File: config.mk
export PLATFORM = sky130hd
export DESIGN_NAME = fte_tx_encoder
export DESIGN_NICKNAME = d
export VERILOG_FILES = /design/src/fte_pkg.sv /design/src/fte_fifo.sv /design/src/fte_tx_encoder.sv
export SDC_FILE = /design/constraint.sdc
export NUM_CORES = 1
export LEC_CHECK = 0
export ABC_AREA = 1
export BUFFER_PORTS_ARGS = -buffer_cell sky130_fd_sc_hd__buf_2
export CAP_MARGIN = 10
export CORE_ASPECT_RATIO = 0.75
export CORE_MARGIN = 3
export CORE_UTILIZATION = 23
export DETAILED_ROUTE_END_ITERATION = 10
export HOLD_SLACK_MARGIN = 0.15
export SLEW_MARGIN = 10
export SYNTH_ARGS = -nofsm -noshare
export SYNTH_HDL_FRONTEND = slang
export SYNTH_SLANG_ARGS = --single-unit
File: constraint.sdc
create_clock -name i_core_clk -period 3.8 [get_ports i_core_clk]
set_input_delay 0.76 -clock i_core_clk [delete_from_list [all_inputs] [get_ports i_core_clk]]
set_output_delay 0.76 -clock i_core_clk [all_outputs]
set_load 0.05 [all_outputs]
File: src/fte_pkg.sv
package fte_pkg;

    // code-group width and nibble width
    localparam int CG_W = 5;
    localparam int NIB_W = 4;

    // line control code-groups
    localparam logic [4:0] CG_IDLE = 5'h1f;   // 11111
    localparam logic [4:0] CG_J = 5'h18;      // 11000
    localparam logic [4:0] CG_K = 5'h11;      // 10001
    localparam logic [4:0] CG_T = 5'h0d;      // 01101
    localparam logic [4:0] CG_R = 5'h07;      // 00111
    localparam logic [4:0] CG_HALT = 5'h04;   // 00100

    // bit counter within one code-group
    localparam logic [2:0] BIT_FIRST = 3'h0;
    localparam logic [2:0] BIT_LAST = 3'h4;

    // scrambler layout: 11 stages, taps at x^11 and x^9
    localparam int SCR_W = 11;
    localparam int SCR_TAP_HI = 10;
    localparam int SCR_TAP_LO = 8;
    localparam logic [6:0] SCR_SEED_LOW = 7'h55;  // low seed bits, keeps seed nonzero
    localparam logic [10:0] SCR_ZERO = 11'h000;

    // mlt-3 phases: zero, plus, zero, minus
    localparam logic [1:0] MLT_PLUS = 2'h1;
    localparam logic [1:0] MLT_MINUS = 2'h3;
    localparam logic [1:0] MLT_STEP = 2'h1;

    // fifo depth in nibbles
    localparam int FIFO_DEPTH = 4;

    // one mii transmit nibble with its qualifiers
    typedef struct packed {
        logic en;
        logic er;
        logic [3:0] data;
    } fte_nib_s;

    localparam int NIB_S_W = 6;

    // encoder sequencing states
    typedef enum logic [1:0] {
        FTE_IDLE,
        FTE_SEND_K,
        FTE_DATA,
        FTE_SEND_R
    } fte_state_e;

    // 4b to 5b data table
    function automatic logic [4:0] fte_enc4b5b(input logic [3:0] nib);
        logic [4:0] cg;
        cg = CG_HALT;
        case (nib)
            4'h0: cg = 5'h1e;
            4'h1: cg = 5'h09;
            4'h2: cg = 5'h14;
            4'h3: cg = 5'h15;
            4'h4: cg = 5'h0a;
            4'h5: cg = 5'h0b;
            4'h6: cg = 5'h0e;
            4'h7: cg = 5'h0f;
            4'h8: cg = 5'h12;
            4'h9: cg = 5'h13;
            4'ha: cg = 5'h16;
            4'hb: cg = 5'h17;
            4'hc: cg = 5'h1a;
            4'hd: cg = 5'h1b;
            4'he: cg = 5'h1c;
            4'hf: cg = 5'h1d;
            default: cg = CG_HALT;
        endcase
        return cg;
    endfunction

endpackage

File: src/fte_fifo.sv
`timescale 1ns/1ps

module fte_fifo
    import fte_pkg::*;
#(
    parameter int WIDTH = NIB_S_W,
    parameter int DEPTH = FIFO_DEPTH
)
(
    input wire logic i_core_clk,
    input wire logic i_rst,
    input wire logic i_ce,
    input wire logic i_in_valid,
    output logic o_in_ready,
    input wire logic [WIDTH-1:0] i_in_data,
    output logic o_out_valid,
    input wire logic i_out_ready,
    output logic [WIDTH-1:0] o_out_data
);

    localparam int AW = (DEPTH > 1) ? $clog2(DEPTH) : 1;
    localparam int CW = $clog2(DEPTH + 1);
    localparam logic [CW-1:0] CNT_FULL = CW'(DEPTH);
    localparam logic [AW-1:0] PTR_LAST = AW'(DEPTH - 1);

    logic [WIDTH-1:0] mem_reg [DEPTH];
    logic [AW-1:0] wr_ptr_reg;
    logic [AW-1:0] rd_ptr_reg;
    logic [CW-1:0] count_reg;
    logic [CW-1:0] count_next;
    logic push;
    logic pop;

    ////////////////////////////////////////////////////////////////////////////////
    // handshakes: ready and valid are registered flags
    assign push = i_ce && i_in_valid && o_in_ready;
    assign pop = i_ce && o_out_valid && i_out_ready;
    assign o_out_data = mem_reg[rd_ptr_reg];

    // occupancy after this cycle
    always_comb
    begin
        count_next = count_reg;
        if (push && !pop)
            count_next = count_reg + CW'(1);
        else if (pop && !push)
            count_next = count_reg - CW'(1);
    end

    // storage
    always_ff @(posedge i_core_clk)
    begin
        if (push)
            mem_reg[wr_ptr_reg] <= i_in_data;
    end

    // pointers, count and flags
    always_ff @(posedge i_core_clk)
    begin
        if (i_rst)
        begin
            wr_ptr_reg <= '0;
            rd_ptr_reg <= '0;
            count_reg <= '0;
            o_in_ready <= 1'b0;
            o_out_valid <= 1'b0;
        end
        else if (i_ce)
        begin
            if (push)
                wr_ptr_reg <= (wr_ptr_reg == PTR_LAST) ? '0 : wr_ptr_reg + AW'(1);
            if (pop)
                rd_ptr_reg <= (rd_ptr_reg == PTR_LAST) ? '0 : rd_ptr_reg + AW'(1);
            count_reg <= count_next;
            o_in_ready <= (count_next != CNT_FULL); // honest full
            o_out_valid <= (count_next != '0);      // honest empty
        end
    end

endmodule

File: src/fte_tx_encoder.sv
`timescale 1ns/1ps

module fte_tx_encoder
    import fte_pkg::*;
#(
    parameter int DEPTH = FIFO_DEPTH
)
(
    input wire logic i_core_clk,
    input wire logic i_rst,
    input wire logic i_ce,
    input wire logic i_nib_valid,
    output logic o_nib_ready,
    input wire logic i_tx_en,
    input wire logic i_tx_er,
    input wire logic [3:0] i_txd,
    input wire logic [4:0] i_phy_address_straps,
    input wire logic i_scr_bypass,
    output logic o_mlt_pos,
    output logic o_mlt_neg,
    output logic o_nrzi
);

    fte_nib_s in_nib;
    fte_nib_s head;
    logic head_valid;
    logic head_pop;
    logic load;
    logic [4:0] cg_sel;
    logic pop_sel;
    fte_state_e state_reg;
    fte_state_e state_next;
    logic [2:0] bit_cnt_reg;
    logic [4:0] shift_reg;
    logic nrz_bit;
    logic [SCR_W-1:0] scr_reg;
    logic scr_key;
    logic line_bit;
    logic [1:0] mlt_phase_reg;
    logic [1:0] mlt_phase_next;

    ////////////////////////////////////////////////////////////////////////////////
    // nibble buffer between mii and encoder

    assign in_nib = '{en: i_tx_en, er: i_tx_er, data: i_txd};

    fte_fifo #(
        .WIDTH(NIB_S_W),
        .DEPTH(DEPTH)
    ) u_fifo (
        .i_core_clk(i_core_clk),
        .i_rst(i_rst),
        .i_ce(i_ce),
        .i_in_valid(i_nib_valid),
        .o_in_ready(o_nib_ready),
        .i_in_data(in_nib),
        .o_out_valid(head_valid),
        .i_out_ready(head_pop),
        .o_out_data(head)
    );

    ////////////////////////////////////////////////////////////////////////////////
    // code-group selection and sequencing

    assign load = (bit_cnt_reg == BIT_FIRST);
    assign head_pop = load && pop_sel;

    // choose next code-group and whether the head nibble is consumed
    always_comb
    begin
        cg_sel = CG_IDLE;
        pop_sel = 1'b0;
        state_next = state_reg;
        case (state_reg)
            FTE_IDLE:
            begin
                cg_sel = CG_IDLE;
                if (head_valid && head.en)
                begin
                    cg_sel = CG_J;
                    pop_sel = 1'b1;
                    state_next = FTE_SEND_K;
                end
                else if (head_valid)
                    pop_sel = 1'b1; // stray idle nibble dropped
            end
            FTE_SEND_K:
            begin
                cg_sel = CG_K;
                pop_sel = head_valid && head.en;
                state_next = FTE_DATA;
            end
            FTE_DATA:
            begin
                if (head_valid && head.en)
                begin
                    cg_sel = head.er ? CG_HALT : fte_enc4b5b(head.data);
                    pop_sel = 1'b1;
                end
                else if (head_valid)
                begin
                    cg_sel = CG_T;
                    pop_sel = 1'b1;
                    state_next = FTE_SEND_R;
                end
                else
                    cg_sel = CG_HALT; // underrun marks the frame as errored
            end
            FTE_SEND_R:
            begin
                cg_sel = CG_R;
                state_next = FTE_IDLE;
            end
            default:
            begin
                cg_sel = CG_IDLE;
                state_next = FTE_IDLE;
            end
        endcase
    end

    // state advances once per code-group
    always_ff @(posedge i_core_clk)
    begin
        if (i_rst)
            state_reg <= FTE_IDLE;
        else if (i_ce && load)
            state_reg <= state_next;
    end

    ////////////////////////////////////////////////////////////////////////////////
    // serializer, msb of each code-group first

    assign nrz_bit = load ? cg_sel[4] : shift_reg[4];

    always_ff @(posedge i_core_clk)
    begin
        if (i_rst)
        begin
            bit_cnt_reg <= BIT_FIRST;
            shift_reg <= CG_IDLE;
        end
        else if (i_ce)
        begin
            bit_cnt_reg <= (bit_cnt_reg == BIT_LAST) ? BIT_FIRST : bit_cnt_reg + 3'h1;
            shift_reg <= load ? {cg_sel[3:0], 1'b0} : {shift_reg[3:0], 1'b0};
        end
    end

    ////////////////////////////////////////////////////////////////////////////////
    // scrambler

    assign scr_key = scr_reg[SCR_TAP_HI] ^ scr_reg[SCR_TAP_LO];
    assign line_bit = i_scr_bypass ? nrz_bit : (nrz_bit ^ scr_key);

    // lfsr free runs; seed is from straps 4:1, so ports differing only in strap bit 0 share it
    always_ff @(posedge i_core_clk)
    begin
        if (i_rst)
            scr_reg <= {i_phy_address_straps[4:1], SCR_SEED_LOW};
        else if (i_ce)
            scr_reg <= {scr_reg[SCR_W-2:0], scr_key};
    end

    ////////////////////////////////////////////////////////////////////////////////
    // nrzi and mlt-3 drive phases

    assign mlt_phase_next = line_bit ? mlt_phase_reg + MLT_STEP : mlt_phase_reg;

    // nrzi level toggles per one
    always_ff @(posedge i_core_clk)
    begin
        if (i_rst)
            o_nrzi <= 1'b0;
        else if (i_ce)
            o_nrzi <= o_nrzi ^ line_bit;
    end

    // each one steps the phase, so ones drive pos, zero, neg, zero in turn
    always_ff @(posedge i_core_clk)
    begin
        if (i_rst)
        begin
            mlt_phase_reg <= '0;
            o_mlt_pos <= 1'b0;
            o_mlt_neg <= 1'b0;
        end
        else if (i_ce)
        begin
            mlt_phase_reg <= mlt_phase_next;
            o_mlt_pos <= (mlt_phase_next == MLT_PLUS);
            o_mlt_neg <= (mlt_phase_next == MLT_MINUS);
        end
    end

    ////////////////////////////////////////////////////////////////////////////////
    // checks

    property p_idle_fill;
        @(posedge i_core_clk) disable iff (i_rst)
        (state_reg == FTE_IDLE && load && !head_valid) |-> cg_sel == CG_IDLE;
    endproperty
    a_idle_fill: assert property (p_idle_fill)
        else $error("idle gap not filled with idle code");

    property p_jk_pair;
        @(posedge i_core_clk) disable iff (i_rst)
        (i_ce && load && cg_sel == CG_J) ##1 (i_ce [*4]) ##1 (i_ce && load) |->
            cg_sel == CG_K;
    endproperty
    a_jk_pair: assert property (p_jk_pair)
        else $error("start delimiter J not followed by K");

    property p_tr_pair;
        @(posedge i_core_clk) disable iff (i_rst)
        (i_ce && load && state_reg == FTE_DATA && cg_sel == CG_T) ##1 (i_ce [*4])
            ##1 (i_ce && load) |-> cg_sel == CG_R;
    endproperty
    a_tr_pair: assert property (p_tr_pair)
        else $error("end delimiter T not followed by R");

    property p_data_map;
        @(posedge i_core_clk) disable iff (i_rst)
        (load && state_reg == FTE_DATA && head_valid && head.en && !head.er) |->
            (cg_sel != CG_HALT && cg_sel == fte_enc4b5b(head.data));
    endproperty
    a_data_map: assert property (p_data_map)
        else $error("data nibble encoded to wrong code-group");

    property p_lfsr_live;
        @(posedge i_core_clk) disable iff (i_rst)
        1'b1 |-> scr_reg != SCR_ZERO;
    endproperty
    a_lfsr_live: assert property (p_lfsr_live)
        else $error("scrambler reached all zero");

    property p_bypass;
        @(posedge i_core_clk) disable iff (i_rst)
        (i_ce && i_scr_bypass) |=> o_nrzi == ($past(o_nrzi) ^ $past(nrz_bit));
    endproperty
    a_bypass: assert property (p_bypass)
        else $error("bypass did not pass encoded stream");

    property p_scramble;
        @(posedge i_core_clk) disable iff (i_rst)
        (i_ce && !i_scr_bypass) |=>
            o_nrzi == ($past(o_nrzi) ^ $past(nrz_bit) ^ $past(scr_key));
    endproperty
    a_scramble: assert property (p_scramble)
        else $error("line bit not scrambled nrz");

    property p_mlt_exclusive;
        @(posedge i_core_clk) disable iff (i_rst)
        1'b1 |-> !(o_mlt_pos && o_mlt_neg);
    endproperty
    a_mlt_exclusive: assert property (p_mlt_exclusive)
        else $error("both mlt-3 streams active");

    property p_mlt_alternate;
        @(posedge i_core_clk) disable iff (i_rst)
        (i_ce && o_mlt_pos) ##1 (i_ce && !o_mlt_pos && !o_mlt_neg) ##1 i_ce |->
            !o_mlt_pos;
    endproperty
    a_mlt_alternate: assert property (p_mlt_alternate)
        else $error("mlt-3 pos phase repeated without neg");

    property p_nrzi_hold;
        @(posedge i_core_clk) disable iff (i_rst)
        !i_ce |=> $stable(o_nrzi) && $stable(o_mlt_pos) && $stable(o_mlt_neg);
    endproperty
    a_nrzi_hold: assert property (p_nrzi_hold)
        else $error("line state moved while clock enable low");

    property p_seed;
        @(posedge i_core_clk) disable iff (i_rst)
        $fell(i_rst) |-> scr_reg == {i_phy_address_straps[4:1], SCR_SEED_LOW};
    endproperty
    a_seed: assert property (p_seed)
        else $error("scrambler seed not taken from the straps");

    property p_err_halt;
        @(posedge i_core_clk) disable iff (i_rst)
        (load && state_reg == FTE_DATA && head_valid && head.en && head.er) |-> cg_sel == CG_HALT;
    endproperty
    a_err_halt: assert property (p_err_halt)
        else $error("errored nibble not sent as halt");

endmodule

==> results of run 1 <==
[kinds of logic (layout without fill, tap and decap cells)]
group,count (synthesis),in the layout,share of synthesized area [%]
and+or+nand+nor,130,130,20.1
buffers and inverters,66,92,9.17
DFF,61,61,52.7
AOI/OAI and AO/OA,55,55,11.7
adders and majority gates,13,13,5.70
xor gates and xnor gates,2,2,0.614
[worst min-delay path, stage by stage (launching register included)]
cell and delay, ns:
dfxtp_1 0.32, a21oi_1 0.06, nand2_1 0.06
[power groups by stage]
stage	clock (mW)	combinational [mW]	sequential [mW]
global placement	0	0.359	0.797
finish	0.739	0.372	0.786
CTS	0.758	0.374	0.787
floorplan	0	0.280	0.807
global route	0.785	0.433	0.794
detailed placement	0	0.371	0.800
[worst max path at each step]
stage | startpoint | endpoint | slack (ns)
after floorplan | i_ce | u_fifo.o_in_ready$_SDFFE_PP0P_ | 1.73
after global placement | i_ce | u_fifo.o_in_ready$_SDFFE_PP0P_ | 1.32
after detailed placement | i_ce | u_fifo.o_in_ready$_SDFFE_PP0P_ | 1.30
after CTS | register | u_fifo.o_in_ready$_SDFFE_PP0P_ | 1.54
after global routing | register | u_fifo.o_in_ready$_SDFFE_PP0P_ | 1.24
final | register | u_fifo.o_in_ready$_SDFFE_PP0P_ | 1.61
[per-stage QoR]
step	hold WS, ns	worst slack [ns]	cells	power, mW	util (%)
detailed placement	0.449	1.30	499	1.17	26.2
CTS	0.462	1.54	515	1.92	28.5
floorplan	0.435	1.73	327	1.09	-
global route	0.485	1.24	515	2.01	28.5
finish	0.462	1.61	515	1.90	28.5
global placement	0.447	1.32	499	1.16	26.2
[final cells by class]
type	instances	share of cell area, %
clock inverters	2	0.296
inverters	57	6.33
repair buffers	19	2.89
clock buffers	14	7.81
well taps	162	6.00
flip-flops and latches	61	44.4
multi-input cells	200	32.2
[Yosys cell counts]
master	n
o211ai_1	1
buf_4	1
buf_6	1
clkbuf_1	5
nand4_1	1
inv_2	2
a22oi_1	4
or2_2	1
a22o_1	2
dfxtp_1	33
nand3_2	3
xor2_1	1
o21ai_0	17
nand3_1	24
ha_1	13
a21oi_1	16
nand2_1	65
o211a_1	1
edfxtp_1	28
xnor2_1	1
clkbuf_2	1
nor2_1	24
o21ai_1	3
o221ai_1	1
buf_2	1
o21ai_2	1
a211oi_1	4
nor4_2	1
nand2_2	8
clkinv_1	1
o22ai_1	3
nor3_1	3
o21bai_2	2
inv_1	54
[routing by layer]
metal / routed length, um / GRT usage (%) / vias up
met5: 0 / 0 / -
met4: 144 / 5.79 / 0
met3: 224 / 2.36 / 11
met2: 2530 / 14.3 / 40
met1: 2800 / 11.2 / 1018
li1: - / - / 1109
==> impl_metrics.tcl, run 1 <==
set metrics [dict create \
    timing.critical_path.buf_inv 1 \
    holdPathEnd "shift_reg[1]$_SDFFE_PP1P_" \
    hp-start "shift_reg[1]$_SDFFE_PP1P_" \
    area_growth_pct 18.5 \
    grt_max_degree 18 \
    pwr-share-clk_pct 38.9 \
    r2r_setup_slack_ns 1.61 \
    cts_buffers 9 \
    fill_cells 1227 \
    postSynthAreaPerCell_sq_um 8.72 \
    tns_ns 0 \
    globalplace.congestion 0.806 \
    ctsHoldBuffers 0 \
    grtUsageTotal_pct 9.10 \
    intPower_mw 1.34 \
    cts_tree "done" \
    ys_ff_latch 61 \
    power.share.sequential_pct 41.4 \
    clk_latency_ns 0.33 \
    dr.pass1.iters 4 \
    vias_per_cell 4.23 \
    ant_nets 0 \
    final_cell_area_sq_mm 0.00338 \
    period_share_pct 57.8 \
    mostFrequentLayoutCells "65 x nand2_1, 54 x inv_1, 33 x dfxtp_1, 28 x edfxtp_1" \
    io_buffers 18 \
    drive_gt1_share_pct 14.2 \
    drc 0 \
    fin_skew_ns 0.00772 \
    yosys_warnings 0 \
    grt_pass1_wl_um 9920 \
    yosysSeqAreaShare_pct 52.7 \
    synth.area.top_cells "edfxtp_1 29%, dfxtp_1 23%, nand2_1 8.6%, inv_1 7.1%, ha_1 5.7%" \
    start_util_pct 24.0 \
    swShare_pct 29.3 \
    cpPeakStageDelay_ns 0.58 \
    worstSetupPathDepth 13 \
    syn_area_sq_mm 0.00285 \
    drv_cap 0 \
    outcome "complete, no violations" \
    crit_path_frequent_cell "nand2_1" \
    layout_commonest_cell "nand2_1" \
    p_comb_share_pct 19.6 \
    worstSetupPathType "register to register" \
    cts.repair.resized 0 \
    post-synth-top-area-cell "edfxtp_1" \
    fin_crit_ns 2.19 \
    synth_nets 356 \
    setup_violations 0 \
    max_slew.worst_pin.slew_ns 0.672 \
    ir_drop_mv 0.219 \
    crit_family "simple AND/OR/NAND/NOR gates" \
    drt_iter0_drc 127 \
    hold_class "register to register" \
    gr-total-overflow 0 \
    grt_pass1_vias 2173 \
    crit_required_ns 4.01 \
    postCtsSetupBuffers 0 \
    slew_viol_final 0 \
    antenna_cells 0 \
    rr_worst_depth 13 \
    register_area_sq_mm 0.00150 \
    clkTransAtPathRegs_ns 0.05 \
    drt_wl_total_um 5700 \
    crit_chain "inv_2 -> nand2_1 -> nand3_1 -> nand2_1 -> nand2_1 -> o21ai_2 -> nand2_2 -> nand2_1 -> nand2_1 -> xor2_1 -> nand2_1 -> nor2_1 -> nor2_1" \
    largest_reg_flops 24 \
    clk_path_buf_depth 2 \
    dpl_cell_area_sq_mm 0.00310 \
    min_path_cells 2 \
    maxSlewHeadroom_pct 55.1 \
    synth_top_area_share_pct 29.5 \
    coreArea_sq_mm 0.0119 \
    die_area_sq_mm 0.0138 \
    htreeDepth 3 \
    p_leak_nw 1.47 \
    dpl.hpwl_um 4130 \
    rr_endpoint "u_fifo.o_in_ready$_SDFFE_PP0P_" \
    hold_viol 0 \
    start_kind "register" \
    switching_power_mw 0.555 \
    nNetsFinal 377 \
    synth_cell_types 34 \
    multi_input_area_sq_mm 0.00109 \
    cpMaxStageDelayCell "dfxtp_1" \
    antenna_found_initial 0 \
    root_buffer "clkbuf_16" \
    rsz0062_at_grt "no" \
    fp-row-count 34 \
    avgRoutedWirePerCell_um 11.1 \
    cts_sinks 61 \
    die_h_um 102 \
    cp-end-kind "register" \
    die_w_um 135 \
    cp_max_fo 13 \
    power_density_mw_per_mm2 562 \
    arrival_ns 2.41 \
    synthCells 327 \
    io_pins 20 \
    fmaxAchievable_mhz 456 \
    num_vias 2178 \
]
Note: power is estimated with default switching activity, not from simulation.
==> run 2: changes to the inputs <==
--- a/config.mk
+++ b/config.mk
@@ -5,7 +5,7 @@
 export SDC_FILE = /design/constraint.sdc
 export NUM_CORES = 1
 export LEC_CHECK = 0
-export ABC_AREA = 1
+export ABC_AREA = 0
 export BUFFER_PORTS_ARGS = -buffer_cell sky130_fd_sc_hd__buf_2
 export CAP_MARGIN = 10
 export CORE_ASPECT_RATIO = 0.75
==> constraint.sdc (replaced) <==
create_clock -name i_core_clk -period 2.2 [get_ports i_core_clk]
set_input_delay 0.44 -clock i_core_clk [delete_from_list [all_inputs] [get_ports i_core_clk]]
set_output_delay 0.44 -clock i_core_clk [all_outputs]
set_load 0.05 [all_outputs]
==> run 2 against run 1 <==
Net effect:
- clock skew is 0.0027 ns lower
- flip-flop and latch count unchanged
- the flow now finishes with violations (setup timing)
- largest cell class unchanged
- register-to-register slack got worse by 1.7 ns
==> impl_metrics.tcl, run 2 <==
set metrics [dict create \
    finalPower_mw 3.24 \
    largest_reg_flops 24 \
    register_area_sq_mm 0.00150 \
    synth_top_area_share_pct 28.5 \
    clkTransAtPathRegs_ns 0.05 \
    area_growth_pct 35.4 \
    fp-row-count 35 \
    yosys_warnings 0 \
    drc 0 \
    cts_tree "done" \
    hold_class "primary input to register" \
    cts_buffers 9 \
    hold_viol 0 \
    synth.area.top_cells "edfxtp_1 29%, dfxtp_1 22%, ha_1 5.5%, mux4_2 4.6%, nor2_1 4.0%" \
    antenna_cells 0 \
    gr-total-overflow 0 \
    timing.final.ws_setup_ns -0.109 \
    globalplace.congestion 0.753 \
    use_met2_pct 12.8 \
    drt_iter0_drc 76 \
    htreeDepth 3 \
    vias_per_cell 4.31 \
    post-synth-top-area-cell "edfxtp_1" \
    worstSetupPathType "register to register" \
    die_area_sq_mm 0.0142 \
    rsz0062_at_grt "yes" \
    avgRoutedWirePerCell_um 12.3 \
    die_h_um 104 \
    cts_sinks 61 \
    cp_max_fo 4 \
    ctsHoldBuffers 0 \
    postSynthAreaPerCell_sq_um 11.2 \
    setup_violations 4 \
    p_leak_nw 1.54 \
    ys_ff_latch 61 \
    ir_drop_mv 0.320 \
    synthFlopType "dfxtp_1" \
    start_util_pct 23.8 \
    root_buffer "clkbuf_16" \
    drive_gt1_share_pct 35.0 \
    arrival_ns 2.53 \
    slew_viol_final 0 \
    fill_cells 1249 \
    layout_commonest_cell "buf_4" \
    grt_pass1_vias 2136 \
    synthCells 263 \
    dr.pass1.iters 4 \
    synth_commonest_cells "33 x dfxtp_1, 31 x nor2_1, 28 x edfxtp_1" \
    power_density_mw_per_mm2 812 \
    synth_cell_types 52 \
    yosysMostFrequentCell "dfxtp_1" \
    dpl.hpwl_um 4330 \
    maxSlewHeadroom_pct 63.1 \
    fin_util_pct 32.2 \
    met3_usage_pct 4.88 \
    cp-end-kind "register" \
    violations "setup timing" \
    syn_area_sq_mm 0.00295 \
    num_vias 2154 \
    io_buffers 18 \
    coreArea_sq_mm 0.0124 \
    crit_required_ns 2.42 \
    clk_path_buf_depth 2 \
    grt_max_degree 32 \
    antenna_found_initial 0 \
    grt_pass1_wl_um 10200 \
    use_met1_pct 12.5 \
    outcome "complete, but fails checks" \
    multi_input_area_sq_mm 0.00146 \
    fin_crit_ns 2.31 \
    yosysSeqAreaShare_pct 51.0 \
    ant_nets 0 \
    r2r_setup_slack_ns -0.11 \
    drv_cap 0 \
    fin_skew_ns 0.00497 \
    nNetsFinal 358 \
    fmaxAchievable_mhz 433 \
    clk_latency_ns 0.33 \
    io_pins 20 \
    start_kind "register" \
    async_flop_share_pct 0 \
    grt_busiest_layer "met2" \
    hold_ws_ns 0.322 \
    grtUsageTotal_pct 9.25 \
    max_slew.worst_pin.slew_ns 0.553 \
    period_share_pct 105 \
    drt_wl_total_um 6160 \
    mostFrequentLayoutCells "42 x buf_4, 32 x dfxtp_1, 30 x nor2_1, 28 x edfxtp_1, 18 x buf_2" \
    synth_edf_count 28 \
    die_w_um 137 \
    synth_nets 292 \
]
## run 2: cell count changes in the layout (fill, tap and decap cells not counted), sizes merged, moves of 7 or more
cell / before / now
nand2: 73 / 13
buf: 19 / 65
inv: 56 / 15
nand3: 27 / 3
mux2i: 0 / 11
o21ai: 21 / 12
a21oi: 16 / 8
nor2: 24 / 32
and2: 0 / 7
## run 2: area by class of cell
type | instances | share of cell area [%]
clock buffers | 9 | 5.65
clock inverters | 7 | 1.66
inverters | 15 | 1.41
multi-input cells | 177 | 36.6
flip-flops and latches | 61 | 37.7
well taps | 166 | 5.21
repair buffers | 65 | 11.8
## run 2: cells by family (layout without fill, tap and decap cells)
family | after synthesis | in the layout | share of synthesized area (%)
mux | 19 | 19 | 9.09
fa+ha+maj | 15 | 15 | 6.20
buf+inv | 25 | 96 | 3.44
flops | 61 | 61 | 51.0
xor+xnor | 4 | 4 | 1.19
compound gates | 53 | 53 | 14.5
simple gates | 86 | 86 | 14.6
## run 2: final timing paths
path | startpoint | to | cells past startpoint
max | register | mlt_phase_reg[0]$_SDFFE_PP0P_ | 7
min reg2reg | shift_reg[0]$_SDFFE_PP1P_ | shift_reg[0]$_SDFFE_PP1P_ | 1
max reg2reg | register | mlt_phase_reg[0]$_SDFFE_PP0P_ | 7
min | i_txd[0] | u_fifo.mem_reg[2][0]$_DFFE_PP_ | 1
## run 2: through the flow
stage / setup TNS (ns) / instance area (sq um) / setup WS, ns / instances
2_1_floorplan: -0.0283 / 2950 / -0.0142 / 263
3_3_place_gp: -0.319 / 3510 / -0.113 / 476
3_5_place_dp: -0.489 / 3510 / -0.143 / 476
4_1_cts: -0.304 / 3860 / -0.102 / 497
5_1_grt: -0.912 / 3990 / -0.188 / 500
6_report: -0.253 / 3990 / -0.109 / 500
## run 2: routing by layer
metal,vias to the layer above,part of all wire [%]
li1,1095,-
met1,1021,49
met2,30,45
met3,8,5.3
met4,0,1.1
met5,-,0
## run 2: worst max-delay path: stages (launching register included)
cell      delay, ns
dfxtp_2        0.34
buf_6          0.11
mux4_2         0.54
nor2_4         0.14
nand2_4        0.07
o31a_1         0.37
o311ai_4       0.29
mux2_4         0.33
## run 2: where the power goes
part,switching [mW],total [mW],internal (mW),leakage [nW]
combinational,0.295,0.565,0.270,0.869
sequential,0.0479,1.31,1.26,0.531
clock,0.501,1.37,0.868,0.145
## run 2: repair_timing
action / in CTS / in global routing
buffers inserted: 5 / 4
resized for setup: 7 / 26
setup endpoints to repair: 7 / 10
pin swaps: 3 / 13
==> run 3: changes to the inputs <==
--- a/config.mk
+++ b/config.mk
@@ -13,6 +13,8 @@
 export CORE_UTILIZATION = 23
 export DETAILED_ROUTE_END_ITERATION = 10
 export HOLD_SLACK_MARGIN = 0.15
+export MAX_ROUTING_LAYER = met4
+export REMOVE_ABC_BUFFERS = 1
 export SLEW_MARGIN = 10
 export SYNTH_ARGS = -nofsm -noshare
 export SYNTH_HDL_FRONTEND = slang
==> run 3 against run 2 <==
Net effect:
- final cell count down 2.2%
- cell area down 3.0%
- critical endpoint is now o_nrzi$_SDFFE_PP0P_
- the flow still finishes with violations (setup timing)
- register-to-register slack improved by 0.02 ns
- critical path type unchanged
- flip-flop and latch count is the same
- sequential power hardly changed
- highest routed layer unchanged
- global-route usage grew 0.63 points
- largest cell class unchanged
- worst setup slack better by 0.021 ns
- combinational power fell by 7.4%
- first-iteration DRC count rose by 22%
==> impl_metrics.tcl, run 3 (synthesis gave the netlist of run 2 again) <==
set metrics [dict create \
    fin_crit_ns 2.29 \
    crit_required_ns 2.41 \
    dr.pass1.iters 4 \
    start_util_pct 23.8 \
    antenna_found_initial 0 \
    cts_tree "done" \
    io_pins 20 \
    num_vias 2114 \
    ir_drop_mv 0.366 \
    clk_latency_ns 0.33 \
    violations "setup timing" \
    fmaxAchievable_mhz 437 \
    slew_viol_final 0 \
    coreArea_sq_mm 0.0124 \
    layout_commonest_cell "buf_4" \
    grt_pass1_vias 2189 \
    timing.final.ws_setup_ns -0.0875 \
    drv_cap 0 \
    cpMaxStageDelayCell "mux4_2" \
    die_area_sq_mm 0.0142 \
    avgRoutedWirePerCell_um 12.9 \
    finalPower_mw 3.32 \
    clk_path_buf_depth 2 \
    ctsHoldBuffers 0 \
    cpPeakStageDelay_ns 0.56 \
    drt_iter0_drc 93 \
    cp-end-kind "register" \
    htreeDepth 3 \
    drive_gt1_share_pct 31.0 \
    rsz0062_at_grt "yes" \
    p_leak_nw 1.47 \
    grt_max_degree 24 \
    worstSetupPathDepth 8 \
    clkTransAtPathRegs_ns 0.05 \
    crit_family "multiplexers" \
    rr_worst_depth 8 \
    cts_sinks 61 \
    io_buffers 18 \
    drc 0 \
    cts_buffers 9 \
    vias_per_cell 4.32 \
    worstSetupPathType "register to register" \
    tns_ns -0.187 \
    fin_skew_ns 0.00731 \
    grt_pass1_wl_um 10700 \
    start_kind "register" \
    dpl.hpwl_um 4450 \
    crit_chain "buf_6 -> mux4_2 -> nand2b_4 -> a21oi_2 -> buf_4 -> o311ai_4 -> o311ai_4 -> mux2_4" \
    globalplace.congestion 0.820 \
    outcome "complete, but fails checks" \
    timing.critical_path.buf_inv 2 \
    fill_cells 1259 \
    ant_nets 0 \
    antenna_cells 0 \
    endpoint "o_nrzi$_SDFFE_PP0P_" \
    rr_endpoint "o_nrzi$_SDFFE_PP0P_" \
    arrival_ns 2.50 \
    grtUsageTotal_pct 9.88 \
    die_h_um 104 \
    nNetsFinal 347 \
    cp_max_fo 3 \
    gr-total-overflow 0 \
    max_slew.worst_pin.slew_ns 0.373 \
    hold_class "primary input to register" \
    fin_util_pct 31.2 \
    power_density_mw_per_mm2 859 \
    mostFrequentLayoutCells "33 x buf_4, 32 x dfxtp_1, 29 x nor2_1, 28 x edfxtp_1, 18 x buf_2" \
    period_share_pct 104 \
    setup_violations 3 \
    drt_wl_total_um 6330 \
    multi_input_area_sq_mm 0.00140 \
    register_area_sq_mm 0.00150 \
    maxSlewHeadroom_pct 74.8 \
    die_w_um 137 \
    fp-row-count 35 \
    hold_viol 0 \
    crit_path_frequent_cell "o311ai_4" \
    root_buffer "clkbuf_16" \
    r2r_setup_slack_ns -0.09 \
    area_growth_pct 31.3 \
    largest_reg_flops 24 \
]
-- run 3: cell types whose count changed in the layout (fill, tap and decap cells not counted), sizes merged --
cell / previous run / this run
clkbuf: 9 / 10
inv: 15 / 16
buf: 65 / 54
clkinv: 5 / 2
bufinv: 1 / 2
-- run 3: per-layer routing --
| metal | global-route usage, % | vias up | share of wire (%) |
|---|---|---|---|
| met3 | 3.77 | 9 | 5.1 |
| met2 | 14.3 | 28 | 45 |
| li1 | - | 1075 | - |
| met5 | - | - | 0 |
| met1 | 12.2 | 1002 | 49 |
| met4 | 4.46 | 0 | 1.5 |
-- run 3: worst min path at each step --
stage,from,endpoint,depth (start not counted)
2_1_floorplan,shift_reg[0]$_SDFFE_PP1P_,shift_reg[0]$_SDFFE_PP1P_,1
3_3_place_gp,shift_reg[0]$_SDFFE_PP1P_,shift_reg[0]$_SDFFE_PP1P_,1
3_5_place_dp,shift_reg[0]$_SDFFE_PP1P_,shift_reg[0]$_SDFFE_PP1P_,1
4_1_cts,i_txd[1],u_fifo.mem_reg[2][1]$_DFFE_PP_,1
5_1_grt,i_txd[1],u_fifo.mem_reg[2][1]$_DFFE_PP_,1
6_report,i_txd[1],u_fifo.mem_reg[2][1]$_DFFE_PP_,1
-- run 3: power by group --
part           switching, mW  leakage [nW]  internal, mW
Clock                  0.499         0.153         0.990
Sequential            0.0498         0.531          1.26
Combinational          0.275         0.789         0.248
-- run 3: cell type report --
class | count | area share (%)
clock buffers | 10 | 5.92
clock inverters | 6 | 2.23
inverters | 15 | 1.46
multi-input cells | 177 | 36.3
flip-flops and latches | 61 | 38.9
well taps | 166 | 5.37
repair buffers | 54 | 9.84
-- run 3: timing repair --
| action | CTS | global route |
|---|---|---|
| hold endpoints to repair | 0 | 0 |
| resized for setup | 15 | 6 |
| setup buffers | 2 | 0 |
| pin swaps | 7 | 7 |
| setup endpoints to repair | 7 | 12 |
-- run 3: worst reg2reg max path: stages (launching register included) --
cell and delay, ns:
dfxtp_2 0.35, buf_6 0.12, mux4_2 0.56, nand2b_4 0.11, a21oi_2 0.06, buf_4 0.14
o311ai_4 0.33, o311ai_4 0.18, mux2_4 0.32
-- run 3: stage by stage --
stage	instances	cell area, sq um	hold slack (ns)	worst slack [ns]
final	489	3870	0.325	-0.0875
after detailed placement	471	3450	0.442	-0.188
after global routing	489	3870	0.326	-0.184
after CTS	489	3840	0.310	-0.115
after floorplan	253	2900	0.425	-0.156
after global placement	471	3450	0.436	-0.158
